**src/rtl/ssl_pkg.sv**
```systemverilog
// Shared constants for the status line control block.
// Assumes a single 200 MHz clock and a plain register port.
package ssl_pkg;

  // ----------------------------------------------------------------
  // Timing
  // ----------------------------------------------------------------
  localparam int CLK_HZ         = 200_000_000;
  localparam int TICK_US        = 1000;
  localparam int TICK_CYCLES    = (CLK_HZ / 1_000_000) * TICK_US;
  localparam int TMR_W          = 16;
  localparam int ACK_HOLD_MS    = 100;
  localparam int SENDER_WAKE_MS = 12;
  localparam int BOTH_WAKE_MS   = 1;
  localparam int HOLD_RST_MS    = 25;
  localparam int FACTORY_MS     = 10000;
  localparam int SLOW_HALF_MS   = 500;
  localparam int FAST_HALF_MS   = 100;
  localparam int PAIRED_SHOW_MS = 2000;

  // ----------------------------------------------------------------
  // Register map
  // ----------------------------------------------------------------
  localparam int ADDR_W = 4;
  localparam logic [ADDR_W-1:0] OFF_LINES    = 4'h0;
  localparam logic [ADDR_W-1:0] OFF_HOLD     = 4'h4;
  localparam logic [ADDR_W-1:0] OFF_INT_STAT = 4'h8;
  localparam logic [ADDR_W-1:0] OFF_INT_MASK = 4'hC;
  localparam int LINES_OUT_LSB = 0;
  localparam int LINES_IN_LSB  = 8;
  localparam int LINES_DIR_LSB = 16;
  localparam int LINES_RUN_BIT = 18;
  localparam logic [7:0] HOLD_RST = 8'(HOLD_RST_MS);

  // Interrupt bits
  localparam int INT_W        = 5;
  localparam int INT_TX_START = 0;
  localparam int INT_RX_CMD   = 1;
  localparam int INT_ACK_RX   = 2;
  localparam int INT_PAIRED   = 3;
  localparam int INT_FACTORY  = 4;

  // Lamp modes
  typedef enum logic [2:0] {
    SSL_OFF,
    SSL_IDLE,
    SSL_SEARCH,
    SSL_PAIRED,
    SSL_TX,
    SSL_RX
  } ssl_mode_e;

endpackage

```
**src/rtl/ssl_timer_if.sv**
```systemverilog
// Control group of one retriggerable millisecond timer.
// Assumes the owner supplies a one-cycle millisecond tick.
`timescale 1ns/100ps
interface ssl_timer_if #(parameter int W = 16);
  logic         tick;
  logic         clear;
  logic         restart;
  logic [W-1:0] load;
  logic         busy;
  modport ctrl (output tick, output clear, output restart, output load, input busy);
  modport tmr  (input tick, input clear, input restart, input load, output busy);
endinterface

```
**src/rtl/ssl_status_lines.sv**
```systemverilog
// Pin-level control of the eight remote lines, pairing, acknowledge and lamp.
// Assumes the radio link logic sits on ref_clk and exchanges one-cycle pulses.
//
// Functional notes
// - Low direction pin selects lines 0-3 output/input
// - High direction pin selects lines 4-7 output/input
// - Latch select high: commands toggle outputs
// - Latch select low: outputs follow received signal
// - Soft reset pin low resets module; hold, interrupt mask and status registers keep their values here
// - Power-down pin low stops all function; register port and irq stay live here
// - Acknowledge output high on received acknowledgement
// - Pair pin starts pairing; long hold restores defaults
// - Lamp flashes, duration shows current state
// - Send acknowledgement only if enable pin high
// - Sender-only start transmit within 12 ms
// - Sender/receiver start transmit within 1 ms
// - Acknowledge output 100 ms, retriggered
// - Received line high drives same output high
`timescale 1ns/100ps
module ssl_status_lines #(
  parameter int TICK_CYCLES = ssl_pkg::TICK_CYCLES,
  parameter int FACTORY_MS  = ssl_pkg::FACTORY_MS
) (
  // Clock and reset
  input  wire logic        ref_clk,
  input  wire logic        reset,
  // Configuration pins
  input  wire logic        low_group_direction_sel,
  input  wire logic        high_group_direction_sel,
  input  wire logic        latch_sel,
  input  wire logic        ack_en,
  input  wire logic        pair_in,
  input  wire logic        soft_reset_n,
  input  wire logic        power_down_n,
  // Remote lines
  input  wire logic [7:0]  remote_lines_in,
  output logic      [7:0]  remote_lines_out,
  output logic      [7:0]  remote_lines_oe,
  // Indicators
  output logic             ack_out,
  output logic             activity_lamp,
  // Link, transmit side
  output logic             tx_start,
  output logic             tx_active,
  output logic      [7:0]  tx_lines,
  // Link, receive side
  input  wire logic        rx_cmd_valid,
  input  wire logic [7:0]  rx_cmd_lines,
  input  wire logic        rx_ack,
  output logic             ack_send,
  // Link, pairing
  output logic             pair_req,
  input  wire logic        pair_done,
  output logic             factory_req,
  // Register port
  input  wire logic [3:0]  reg_addr,
  input  wire logic [31:0] reg_wdata,
  input  wire logic        reg_wr,
  input  wire logic        reg_rd,
  output logic      [31:0] reg_rdata,
  // Interrupt
  output logic             irq
);

  // ----------------------------------------------------------------
  // Elaboration checks
  // ----------------------------------------------------------------
  if (TICK_CYCLES < 2) begin : g_bad_tick
    $error("TICK_CYCLES must be at least 2");
  end
  if (FACTORY_MS < 1 || FACTORY_MS > 65535) begin : g_bad_factory
    $error("FACTORY_MS out of range");
  end

  localparam int TICK_W = $clog2(TICK_CYCLES);
  localparam logic [TICK_W-1:0] TICK_LAST = TICK_W'(TICK_CYCLES - 1);
  localparam logic [15:0] FACTORY_LAST = 16'(FACTORY_MS);

  function automatic logic [7:0] group_mask(input logic lo, input logic hi);
    group_mask = {{4{hi}}, {4{lo}}};
  endfunction

  // ----------------------------------------------------------------
  // Synchronisers
  // ----------------------------------------------------------------
  logic [14:0] pins_s;
  logic [7:0]  lines_s;
  logic        dir_lo_s, dir_hi_s, latch_s, ack_en_s, pair_s, soft_n_s, pd_n_s;

  ssl_sync #(.WIDTH(15)) u_sync (
    .ref_clk  (ref_clk),
    .reset    (reset),
    .async_in ({power_down_n, soft_reset_n, pair_in, ack_en, latch_sel,
                high_group_direction_sel, low_group_direction_sel, remote_lines_in}),
    .sync_out (pins_s)
  );

  assign {pd_n_s, soft_n_s, pair_s, ack_en_s, latch_s, dir_hi_s, dir_lo_s, lines_s} = pins_s;

  // Powered and out of soft reset; the pull-up on soft reset is the pad's job
  logic run;
  assign run = pd_n_s & soft_n_s;

  // ----------------------------------------------------------------
  // Millisecond tick
  // ----------------------------------------------------------------
  logic [TICK_W-1:0] tick_cnt_reg;
  logic              tick_reg;

  always_ff @(posedge ref_clk or posedge reset) begin
    if (reset) begin
      tick_cnt_reg <= '0;
      tick_reg     <= 1'b0;
    end else if (tick_cnt_reg == TICK_LAST) begin
      tick_cnt_reg <= '0;
      tick_reg     <= 1'b1;
    end else begin
      tick_cnt_reg <= tick_cnt_reg + 1'b1;
      tick_reg     <= 1'b0;
    end
  end

  // ----------------------------------------------------------------
  // Timers
  // ----------------------------------------------------------------
  logic [7:0] hold_reg;

  ssl_timer_if #(.W(ssl_pkg::TMR_W)) ack_t ();
  ssl_timer_if #(.W(ssl_pkg::TMR_W)) hold_t ();

  assign ack_t.tick     = tick_reg;
  assign ack_t.clear    = ~run;
  assign ack_t.restart  = run & rx_ack;
  assign ack_t.load     = 16'(ssl_pkg::ACK_HOLD_MS);
  assign hold_t.tick    = tick_reg;
  assign hold_t.clear   = ~run;
  assign hold_t.restart = run & rx_cmd_valid;
  assign hold_t.load    = {8'h00, hold_reg};

  ssl_ms_timer u_ack_tmr (
    .ref_clk (ref_clk),
    .reset   (reset),
    .t       (ack_t)
  );

  ssl_ms_timer u_hold_tmr (
    .ref_clk (ref_clk),
    .reset   (reset),
    .t       (hold_t)
  );

  // ----------------------------------------------------------------
  // Direction and transmit
  // ----------------------------------------------------------------
  logic [7:0] in_mask, out_mask, lines_in_m, prev_in_reg, rise;
  logic       pairing_reg;

  assign in_mask    = group_mask(dir_lo_s, dir_hi_s);
  assign out_mask   = ~in_mask;
  assign lines_in_m = lines_s & in_mask;
  assign rise       = lines_in_m & ~prev_in_reg;

  // Start is raised the cycle after the edge, well inside either wake limit
  always_ff @(posedge ref_clk or posedge reset) begin
    if (reset) begin
      prev_in_reg <= '0;
      tx_start    <= 1'b0;
      tx_active   <= 1'b0;
      tx_lines    <= '0;
    end else if (!run) begin
      prev_in_reg <= '0;
      tx_start    <= 1'b0;
      tx_active   <= 1'b0;
      tx_lines    <= '0;
    end else begin
      prev_in_reg <= lines_in_m;
      tx_start    <= (|rise) & ~pairing_reg;
      tx_active   <= (|lines_in_m) & ~pairing_reg;
      tx_lines    <= lines_in_m;
    end
  end

  // ----------------------------------------------------------------
  // Received commands to outputs
  // ----------------------------------------------------------------
  logic [7:0] rx_prev_reg, rx_cmd_m;
  assign rx_cmd_m = rx_cmd_lines & out_mask;

  always_ff @(posedge ref_clk or posedge reset) begin
    if (reset) begin
      remote_lines_out <= '0;
      rx_prev_reg      <= '0;
    end else if (!run) begin
      remote_lines_out <= '0;
      rx_prev_reg      <= '0;
    end else if (rx_cmd_valid) begin
      rx_prev_reg <= rx_cmd_m;
      if (latch_s) begin
        remote_lines_out <= (remote_lines_out ^ (rx_cmd_m & ~rx_prev_reg)) & out_mask;
      end else begin
        remote_lines_out <= rx_cmd_m;
      end
    end else if (!hold_t.busy) begin
      // Session lapsed: momentary lines drop, latched ones keep state
      rx_prev_reg <= '0;
      if (!latch_s) begin
        remote_lines_out <= '0;
      end else begin
        remote_lines_out <= remote_lines_out & out_mask;
      end
    end else begin
      remote_lines_out <= remote_lines_out & out_mask;
    end
  end

  always_ff @(posedge ref_clk or posedge reset) begin
    if (reset) begin
      remote_lines_oe <= '0;
    end else begin
      remote_lines_oe <= out_mask & {8{run}};
    end
  end

  // ----------------------------------------------------------------
  // Acknowledge
  // ----------------------------------------------------------------
  always_ff @(posedge ref_clk or posedge reset) begin
    if (reset) begin
      ack_send <= 1'b0;
      ack_out  <= 1'b0;
    end else begin
      ack_send <= run & rx_cmd_valid & ack_en_s;
      ack_out  <= run & ack_t.busy;
    end
  end

  // ----------------------------------------------------------------
  // Pairing and factory default
  // ----------------------------------------------------------------
  logic        pair_prev_reg;
  logic [15:0] pair_hold_reg;

  always_ff @(posedge ref_clk or posedge reset) begin
    if (reset) begin
      pair_prev_reg <= 1'b0;
      pair_req      <= 1'b0;
      pairing_reg   <= 1'b0;
    end else if (!run) begin
      pair_prev_reg <= 1'b0;
      pair_req      <= 1'b0;
      pairing_reg   <= 1'b0;
    end else begin
      pair_prev_reg <= pair_s;
      pair_req      <= pair_s & ~pair_prev_reg;
      if (pair_s & ~pair_prev_reg) begin
        pairing_reg <= 1'b1;
      end else if (pair_done) begin
        pairing_reg <= 1'b0;
      end
    end
  end

  // Holding the pair pin is the sequence; fires once per hold
  always_ff @(posedge ref_clk or posedge reset) begin
    if (reset) begin
      pair_hold_reg <= '0;
      factory_req   <= 1'b0;
    end else if (!run || !pair_s) begin
      pair_hold_reg <= '0;
      factory_req   <= 1'b0;
    end else begin
      factory_req <= 1'b0;
      if (tick_reg && pair_hold_reg != FACTORY_LAST) begin
        pair_hold_reg <= pair_hold_reg + 1'b1;
        factory_req   <= (pair_hold_reg == FACTORY_LAST - 16'h0001);
      end
    end
  end

  // ----------------------------------------------------------------
  // Activity lamp
  // ----------------------------------------------------------------
  ssl_pkg::ssl_mode_e mode_reg;
  logic [15:0]        flash_cnt_reg;
  logic [15:0]        shown_cnt_reg;
  logic               blink_reg;
  logic [15:0]        half_ms;

  always_ff @(posedge ref_clk or posedge reset) begin
    if (reset) begin
      mode_reg <= ssl_pkg::SSL_OFF;
    end else if (!run) begin
      mode_reg <= ssl_pkg::SSL_OFF;
    end else if (pair_done) begin
      // Done arrives while still searching, so it must outrank the search flag
      mode_reg <= ssl_pkg::SSL_PAIRED;
    end else if (pairing_reg) begin
      mode_reg <= ssl_pkg::SSL_SEARCH;
    end else if (mode_reg == ssl_pkg::SSL_PAIRED &&
                 shown_cnt_reg != 16'(ssl_pkg::PAIRED_SHOW_MS)) begin
      mode_reg <= ssl_pkg::SSL_PAIRED;
    end else if (tx_active) begin
      mode_reg <= ssl_pkg::SSL_TX;
    end else if (hold_t.busy) begin
      mode_reg <= ssl_pkg::SSL_RX;
    end else begin
      mode_reg <= ssl_pkg::SSL_IDLE;
    end
  end

  assign half_ms = (mode_reg == ssl_pkg::SSL_SEARCH) ? 16'(ssl_pkg::SLOW_HALF_MS)
                                                     : 16'(ssl_pkg::FAST_HALF_MS);

  always_ff @(posedge ref_clk or posedge reset) begin
    if (reset) begin
      flash_cnt_reg <= '0;
      shown_cnt_reg <= '0;
      blink_reg     <= 1'b0;
    end else if (pair_done || (mode_reg != ssl_pkg::SSL_SEARCH &&
                               mode_reg != ssl_pkg::SSL_PAIRED)) begin
      // Fresh window on pairing, else a long search would pin the paired display
      flash_cnt_reg <= '0;
      shown_cnt_reg <= '0;
      blink_reg     <= 1'b1;
    end else if (tick_reg) begin
      if (shown_cnt_reg != 16'hFFFF) begin
        shown_cnt_reg <= shown_cnt_reg + 1'b1;
      end
      if (flash_cnt_reg >= half_ms - 16'h0001) begin
        flash_cnt_reg <= '0;
        blink_reg     <= ~blink_reg;
      end else begin
        flash_cnt_reg <= flash_cnt_reg + 1'b1;
      end
    end
  end

  always_ff @(posedge ref_clk or posedge reset) begin
    if (reset) begin
      activity_lamp <= 1'b0;
    end else begin
      case (mode_reg)
        ssl_pkg::SSL_SEARCH,
        ssl_pkg::SSL_PAIRED: activity_lamp <= blink_reg;
        ssl_pkg::SSL_TX,
        ssl_pkg::SSL_RX:     activity_lamp <= 1'b1;
        default:             activity_lamp <= 1'b0;
      endcase
    end
  end

  // ----------------------------------------------------------------
  // Registers and interrupt
  // ----------------------------------------------------------------
  logic [ssl_pkg::INT_W-1:0] int_stat_reg, int_mask_reg, int_ev;
  logic                      wr_stat, wr_mask, wr_hold;

  assign int_ev = {factory_req, pair_done & run, rx_ack & run, rx_cmd_valid & run, tx_start};
  assign wr_stat = reg_wr && reg_addr == ssl_pkg::OFF_INT_STAT;
  assign wr_mask = reg_wr && reg_addr == ssl_pkg::OFF_INT_MASK;
  assign wr_hold = reg_wr && reg_addr == ssl_pkg::OFF_HOLD;

  // New events win over a write-one-to-clear in the same cycle
  always_ff @(posedge ref_clk or posedge reset) begin
    if (reset) begin
      int_stat_reg <= '0;
    end else begin
      int_stat_reg <= (int_stat_reg & ~({ssl_pkg::INT_W{wr_stat}} &
                       reg_wdata[ssl_pkg::INT_W-1:0])) | int_ev;
    end
  end

  always_ff @(posedge ref_clk or posedge reset) begin
    if (reset) begin
      int_mask_reg <= '0;
      hold_reg     <= ssl_pkg::HOLD_RST;
    end else begin
      if (wr_mask) begin
        int_mask_reg <= reg_wdata[ssl_pkg::INT_W-1:0];
      end
      // Zero would drop momentary outputs between packets
      if (wr_hold && reg_wdata[7:0] != 8'h00) begin
        hold_reg <= reg_wdata[7:0];
      end
    end
  end

  always_ff @(posedge ref_clk or posedge reset) begin
    if (reset) begin
      irq <= 1'b0;
    end else begin
      irq <= |(int_stat_reg & int_mask_reg);
    end
  end

  always_ff @(posedge ref_clk or posedge reset) begin
    if (reset) begin
      reg_rdata <= '0;
    end else if (reg_rd) begin
      case (reg_addr)
        ssl_pkg::OFF_LINES: begin
          reg_rdata <= '0;
          reg_rdata[ssl_pkg::LINES_OUT_LSB +: 8] <= remote_lines_out;
          reg_rdata[ssl_pkg::LINES_IN_LSB +: 8]  <= lines_in_m;
          reg_rdata[ssl_pkg::LINES_DIR_LSB +: 2] <= {dir_hi_s, dir_lo_s};
          reg_rdata[ssl_pkg::LINES_RUN_BIT]      <= run;
        end
        ssl_pkg::OFF_HOLD:     reg_rdata <= {24'h000000, hold_reg};
        ssl_pkg::OFF_INT_STAT: reg_rdata <= {27'h0000000, int_stat_reg};
        ssl_pkg::OFF_INT_MASK: reg_rdata <= {27'h0000000, int_mask_reg};
        default:               reg_rdata <= '0;
      endcase
    end else begin
      reg_rdata <= '0;
    end
  end

endmodule // ssl_status_lines

```
**src/rtl/ssl_sync.sv**
```systemverilog
// Two-flop synchroniser bank for pin inputs.
// Assumes inputs are asynchronous levels; resets to zero.
`timescale 1ns/100ps
module ssl_sync #(
  parameter int WIDTH = 1
) (
  // Clock and reset
  input  wire logic             ref_clk,
  input  wire logic             reset,
  // Levels
  input  wire logic [WIDTH-1:0] async_in,
  output logic      [WIDTH-1:0] sync_out
);

  logic [WIDTH-1:0] meta_reg;

  always_ff @(posedge ref_clk or posedge reset) begin
    if (reset) begin
      meta_reg <= '0;
      sync_out <= '0;
    end else begin
      meta_reg <= async_in;
      sync_out <= meta_reg;
    end
  end

endmodule // ssl_sync

```
**src/rtl/ssl_ms_timer.sv**
```systemverilog
// Retriggerable down-counter in millisecond ticks.
// Assumes restart and clear come from the same clock domain.
`timescale 1ns/100ps
module ssl_ms_timer (
  // Clock and reset
  input  wire logic ref_clk,
  input  wire logic reset,
  // Control group
  ssl_timer_if.tmr  t
);

  logic [$bits(t.load)-1:0] cnt_reg;

  // A restart wins over the tick but not over clear, so a new event re-arms the full interval
  always_ff @(posedge ref_clk or posedge reset) begin
    if (reset) begin
      cnt_reg <= '0;
    end else if (t.clear) begin
      cnt_reg <= '0;
    end else if (t.restart) begin
      cnt_reg <= t.load;
    end else if (t.tick && cnt_reg != '0) begin
      cnt_reg <= cnt_reg - 1'b1;
    end
  end

  assign t.busy = (cnt_reg != '0);

endmodule // ssl_ms_timer

```
**config.mk**
```make
export PLATFORM = sky130hd
export DESIGN_NAME = ssl_status_lines
export DESIGN_NICKNAME = d
export VERILOG_FILES = /design/src/rtl/ssl_pkg.sv /design/src/rtl/ssl_timer_if.sv /design/src/rtl/ssl_status_lines.sv /design/src/rtl/ssl_sync.sv /design/src/rtl/ssl_ms_timer.sv
export SDC_FILE = /design/constraint.sdc
export NUM_CORES = 1
export LEC_CHECK = 0
export BUFFER_PORTS_ARGS = -buffer_cell sky130_fd_sc_hd__clkbuf_2
export CAP_MARGIN = 20
export CORE_ASPECT_RATIO = 1.4
export CORE_MARGIN = 8
export CORE_UTILIZATION = 60
export DETAILED_ROUTE_END_ITERATION = 12
export PLACE_DENSITY = 0.83
export SYNTH_ARGS = -nofsm -noshare
export SYNTH_HDL_FRONTEND = slang
export SYNTH_SLANG_ARGS = --single-unit
```
**constraint.sdc**
```tcl
create_clock -name ref_clk -period 18.6 [get_ports ref_clk]
set_input_delay 3.72 -clock ref_clk [delete_from_list [all_inputs] [get_ports ref_clk]]
set_output_delay 3.72 -clock ref_clk [all_outputs]
set_load 0.02 [all_outputs]
```
# After elaboration in Yosys (flattened, before gate mapping)
# Index checks and enable logic that the tools add are counted.
[classes]
add_sub_neg = 7
eq_ne = 18
mux = 47
magnitude_cmp = 1
n_bitwise = 28
reduce_logical = 28
[op_table]
columns = ["op", "n"]
rows = [
  ["$mux 16", 14],
  ["$pmux 19 s4", 1],
  ["$mux 8", 9],
  ["$and 8x8->8", 7],
  ["$add 16x1->16 const B", 3],
  ["$mux 32", 1],
  ["$reduce_bool 16->1", 2],
  ["$sub 16x1->16 const B", 2],
  ["$not 8->8", 3],
  ["$add 18x1->18 const B", 1],
  ["$eq 18x18->1 const B", 1],
  ["$mux 18", 1],
  ["$mux 3", 6],
  ["$eq 16x14->1 const B", 1],
  ["$ge 16x16->1", 1],
  ["$ne 16x11->1 const B", 1],
  ["$ne 16x14->1 const B", 1],
  ["$ne 16x16->1 const B", 1],
  ["$reduce_or 8->1", 2],
  ["$and 5x5->5", 3],
  ["$mux 1", 13],
  ["$sub 9x1->10 const B", 1],
  ["$and 1x1->1", 9],
  ["$logic_and 1x1->1", 9],
  ["21 further kinds", 36],
]
[word_totals]
output_inout_bits = 64
input_bits = 66
regBits = 225
wordCells = 158

# Depth between registers and ports, before layout
[depth]
ltp_word = 8
mapped_depth = 9
ltp_nobuf = 8

# Hierarchy
# From an unflattened synthesis, not the netlist that was laid out.
[hier_totals]
hier_cells = 955
hier_area_um2 = 9947.0
[modules_own_cells]
columns = ["module", "cells_per_inst", "n_inst", "area_per_inst_um2", "seq_area_each_um2"]
rows = [
  ["ssl_status_lines", 672, 1, 6950.4, 3607.2],
  ["ssl_ms_timer at u_hold_tmr", 135, 1, 1184.9, 400.4],
  ["ssl_ms_timer at u_ack_tmr", 117, 1, 1057.3, 400.4],
  ["ssl_sync", 31, 1, 754.5, 750.7],
]

# Least setup slack after synthesis
# Ideal clock, no wire load.
[synth_timing]
kind = "input to register"
start = "input port reg_addr[2]"
end = "register hold_reg[6]"
required_time_ns = 18.472
stages = 4
n_path_buf = 1
setup_time_ns = 0.128
slack_ns = 13.514
arrival_time_ns = 4.959
path_cell_list = "buf_2 nor4b_4 nand3_1 mux2_1"
[synth_via]
elab_chain_cells = 3
[synth_lines]
columns = ["element", "line_no", "rtl"]
rows = [
  ["from (decl)", "ssl_status_lines.sv:56", "input wire logic [3:0] reg_addr,"],
  ["$eq 4x3->1", "ssl_status_lines.sv:361", "assign wr_hold = reg_wr && reg_addr == ssl_pkg::OFF_HOLD;"],
  ["$logic_and 1x1->1", "ssl_status_lines.sv:361", ""],
  ["$logic_and 1x1->1", "ssl_status_lines.sv:382", "if (wr_hold && reg_wdata[7:0] != 8'h00) begin"],
  ["to (signal assigned)", "ssl_status_lines.sv:376", "hold_reg <= ssl_pkg::HOLD_RST;"],
  ["to (signal assigned)", "ssl_status_lines.sv:383", "hold_reg <= reg_wdata[7:0];"],
  ["to (decl)", "ssl_status_lines.sv:126", "logic [7:0] hold_reg;"],
]
# No other way between the ends.
# A chain may end at the register's enable or synchronous reset.

# Final worst setup path
[layout_timing]
start = "input port rx_cmd_valid"
end = "register rx_prev_reg[7]"
[layout_via]
elab_chain_cells = 2
word_cells_on_any_way = 3
classes_between = "eq/ne (1); mux (2)"
[layout_lines]
columns = ["element", "line_no", "rtl"]
rows = [
  ["from (decl)", "ssl_status_lines.sv:47", "input wire logic rx_cmd_valid,"],
  ["$mux 8", "ssl_status_lines.sv:196", "end else if (rx_cmd_valid) begin"],
  ["$mux 8", "ssl_status_lines.sv:193", "end else if (!run) begin"],
  ["to (signal assigned)", "ssl_status_lines.sv:197", "rx_prev_reg <= rx_cmd_m;"],
  ["to (decl)", "ssl_status_lines.sv:186", "logic [7:0] rx_prev_reg, rx_cmd_m;"],
]
# Parallel ways exist; a longest one is shown, timed or not.

==> qor.yml <==
yosys_warnings: 0
async_reset_ff_share_pct: 100
crit_family: "simple AND/OR/NAND/NOR gates"
clk_path_buf_depth: 3
grt_pass1_vias: 7379
drv_cap: 0
post-route-drc-count: 0
die_x_um: 122
rsz0062_at_grt: "false"
p_per_area_nw_per_um2: 92.2
cts_root_buffer: "clkbuf_16"
die_area_um2: 19900
p_seq_share_pct: 48.6
overflow: 0
multi_input_area_um2: 3920
startpoint_type: "input port"
antenna_found_initial: 0
synth_area_leaders: "dfrtp_1 (54%), nor2_1 (4.5%), xor2_1 (4.1%)"
num_rows: 54
drtPass1Iterations: 5
final_common_cell: "dfrtp_1"
skew_ps: 8.84
min_period_ps: 5180
power.internal_mw: 0.755
netlist-cell-type-count: 66
worst_hold_slack_ps: 349
synth_edf_count: 0
synth-simple-area-share_pct: 18.4
hold_viol: 0
ant_nets: 0
synth_adder_area_share_pct: 2.00
power_switching_mw: 0.228
initial_utilization_pct: 60.8
hold_buffers: 0
seqCellArea_um2: 5160
slowest_stage: "nor2b_1"
grt_usage_pct: 21.9
critPathMaxStageDelay_ps: 660
largest_reg_flops: 19
pwr-share-comb_pct: 7.0
period_share_pct: 27.8
final_cell_mix: "dfrtp_1 (203), nor2_1 (112), clkbuf_2 (92)"
path_cells: "clkbuf_2 -> inv_1 -> nand2_1 -> nor2b_1 -> a22o_1"
status: "finished clean"
h-tree-depth: 1
end_kind: "register"
syn2layout_area_growth_pct: 13.8
cp.required_ps: 19030
ios: 130
synth_top_area_share_pct: 54.2
final_max_slew_viol_count: 0
min_path_type: "register to register"
coreArea_um2: 15400
clk_latency_ps: 500
ys_seq_area_share_pct: 55.1
antenna_cells: 0
dp_hpwl_um: 14500
critical_path_class: "input port to register"
vias_per_cell: 5.94
grt_pass1_wl_um: 35500
io_buffers: 92
crit_buf_inv: 2
die_h_um: 164
cts_buffers: 20
wl_per_cell_um: 18.4
vias: 6923
relSlewSlack_pct: 45.2
ys_seq_elements: 206
syn_area_um2: 9370
ys.flop_type: "dfrtp_1"
syn_inst: 869
yosysTopAreaCell: "dfrtp_1"
fill_cells: 1146
fmax_mhz: 193
switching_share_pct: 23.2
avgSynthCellArea_um2: 10.8
nets: 1037
drive_above_1_share_pct: 17.7
gp_congestion: 0.873
clockPowerShare_pct: 44.4
vdd_drop_max_v: 0.0000952
synthMuxAreaShare_pct: 3.23
tritoncts: "done"
setup_violations: 0
p_leak_nw: 4.82
grt_max_degree: 120
cp_data_arrival_time_ps: 5610
route.final.wire_length_um: 21400
tightest_slew_ps: 820
cts_sinks: 206
cts-resized-gates: 0
setup_tns_ps: 0
synth-compound-area-share_pct: 11.0
clk_pin_slew_ps: 60
worstPathMaxFanout: 15
drt-initial-drc-count: 547
yosys.area_share.xor_xnor_pct: 6.73
synth_top_family_by_area: "simple AND/OR/NAND/NOR gates"
cts_setup_buffers: 0
-- cells in the mapped netlist (6+ instances only) --
cell type  number
nand2b_1        6
and3_1         19
o2bb2ai_1       8
nor4b_1         6
ha_1           15
mux2_2         24
clkbuf_1       20
a21oi_1        25
nand4_1        21
xor2_1         44
xnor2_1        28
buf_4          19
nand2_1        62
nor3_1         18
o21ai_1        14
o21ai_0        21
inv_1          23
and2_1          8
nor4_1         17
a22oi_1        16
or3_1          13
nor2_1        112
dfrtp_1       203
nand3_1        27
a22o_1         13
-- final timing paths --
| kind | to | slack, ps | depth (start not counted) | from |
|---|---|---|---|---|
| max in group asynchronous | flash_cnt_reg[6] | 14090 | 4 | reset |
| hold / removal | u_sync.sync_out[5] | 350 | 0 | u_sync.meta_reg[5] |
| hold reg to reg | u_sync.sync_out[5] | 350 | 0 | u_sync.meta_reg[5] |
| min in group asynchronous | u_ack_tmr.cnt_reg[11] | 3360 | 2 | reset |
| setup / recovery | rx_prev_reg[7] | 13420 | 5 | rx_cmd_valid |
| setup reg to reg | u_hold_tmr.cnt_reg[0] | 16160 | 7 | u_hold_tmr.cnt_reg[0] |
-- routing by layer --
metal / track usage (%) / vias up / wire length, um
met4: 8.72 / 0 / 614
met5: 0 / - / 0
met2: 39.3 / 203 / 11300
met3: 3.51 / 53 / 1070
met1: 25.4 / 3419 / 8450
li1: - / 3248 / -
-- power by group through the flow --
stage | clock network [mW] | registers (mW) | logic (mW)
global placement | 0 | 0.485 | 0.0655
floorplan | 0 | 0.483 | 0.0464
CTS | 0.443 | 0.478 | 0.0682
global route | 0.462 | 0.479 | 0.0761
detailed placement | 0 | 0.485 | 0.0670
finish | 0.437 | 0.478 | 0.0685
-- layout make-up --
type | instances | share of cell area [%]
timing repair buffer | 98 | 4.93
clock inverter | 12 | 1.56
sequential | 206 | 48.4
inverter | 23 | 0.880
clock buffer | 24 | 5.13
tap | 196 | 2.30
multi-input combinational | 607 | 36.8
-- worst register-to-register path, cell delays in order (launching register included) --
cell	delay, ps
dfrtp_1	430
inv_1	110
ha_1	190
nor4b_1	360
nand4_1	450
and2_1	430
xnor2_1	150
a211oi_1	220
-- per-stage QoR --
stage / setup slack [ps] / util [%] / cells / cell area [um^2] / power (mW)
finish: 13420 / 69.2 / 1166 / 10700 / 0.983
global route: 13250 / 69.2 / 1166 / 10700 / 1.02
CTS: 13440 / 69.0 / 1165 / 10600 / 0.989
detailed placement: 12950 / 64.4 / 1129 / 9920 / 0.552
global placement: 12990 / 64.4 / 1129 / 9920 / 0.550
floorplan: 9260 / - / 881 / 9410 / 0.530
-- cells by family (layout without fill, tap and decap cells) --
| family | count (synthesis) | in the layout |
|---|---|---|
| compound gates | 142 | 142 |
| xor+xnor | 72 | 72 |
| fa+ha+maj | 15 | 15 |
| buf+inv | 68 | 157 |
| flops | 206 | 206 |
| mux | 27 | 27 |
| other cells | 1 | 13 |
| simple gates | 338 | 338 |
Power figures use the tool's default switching activity.
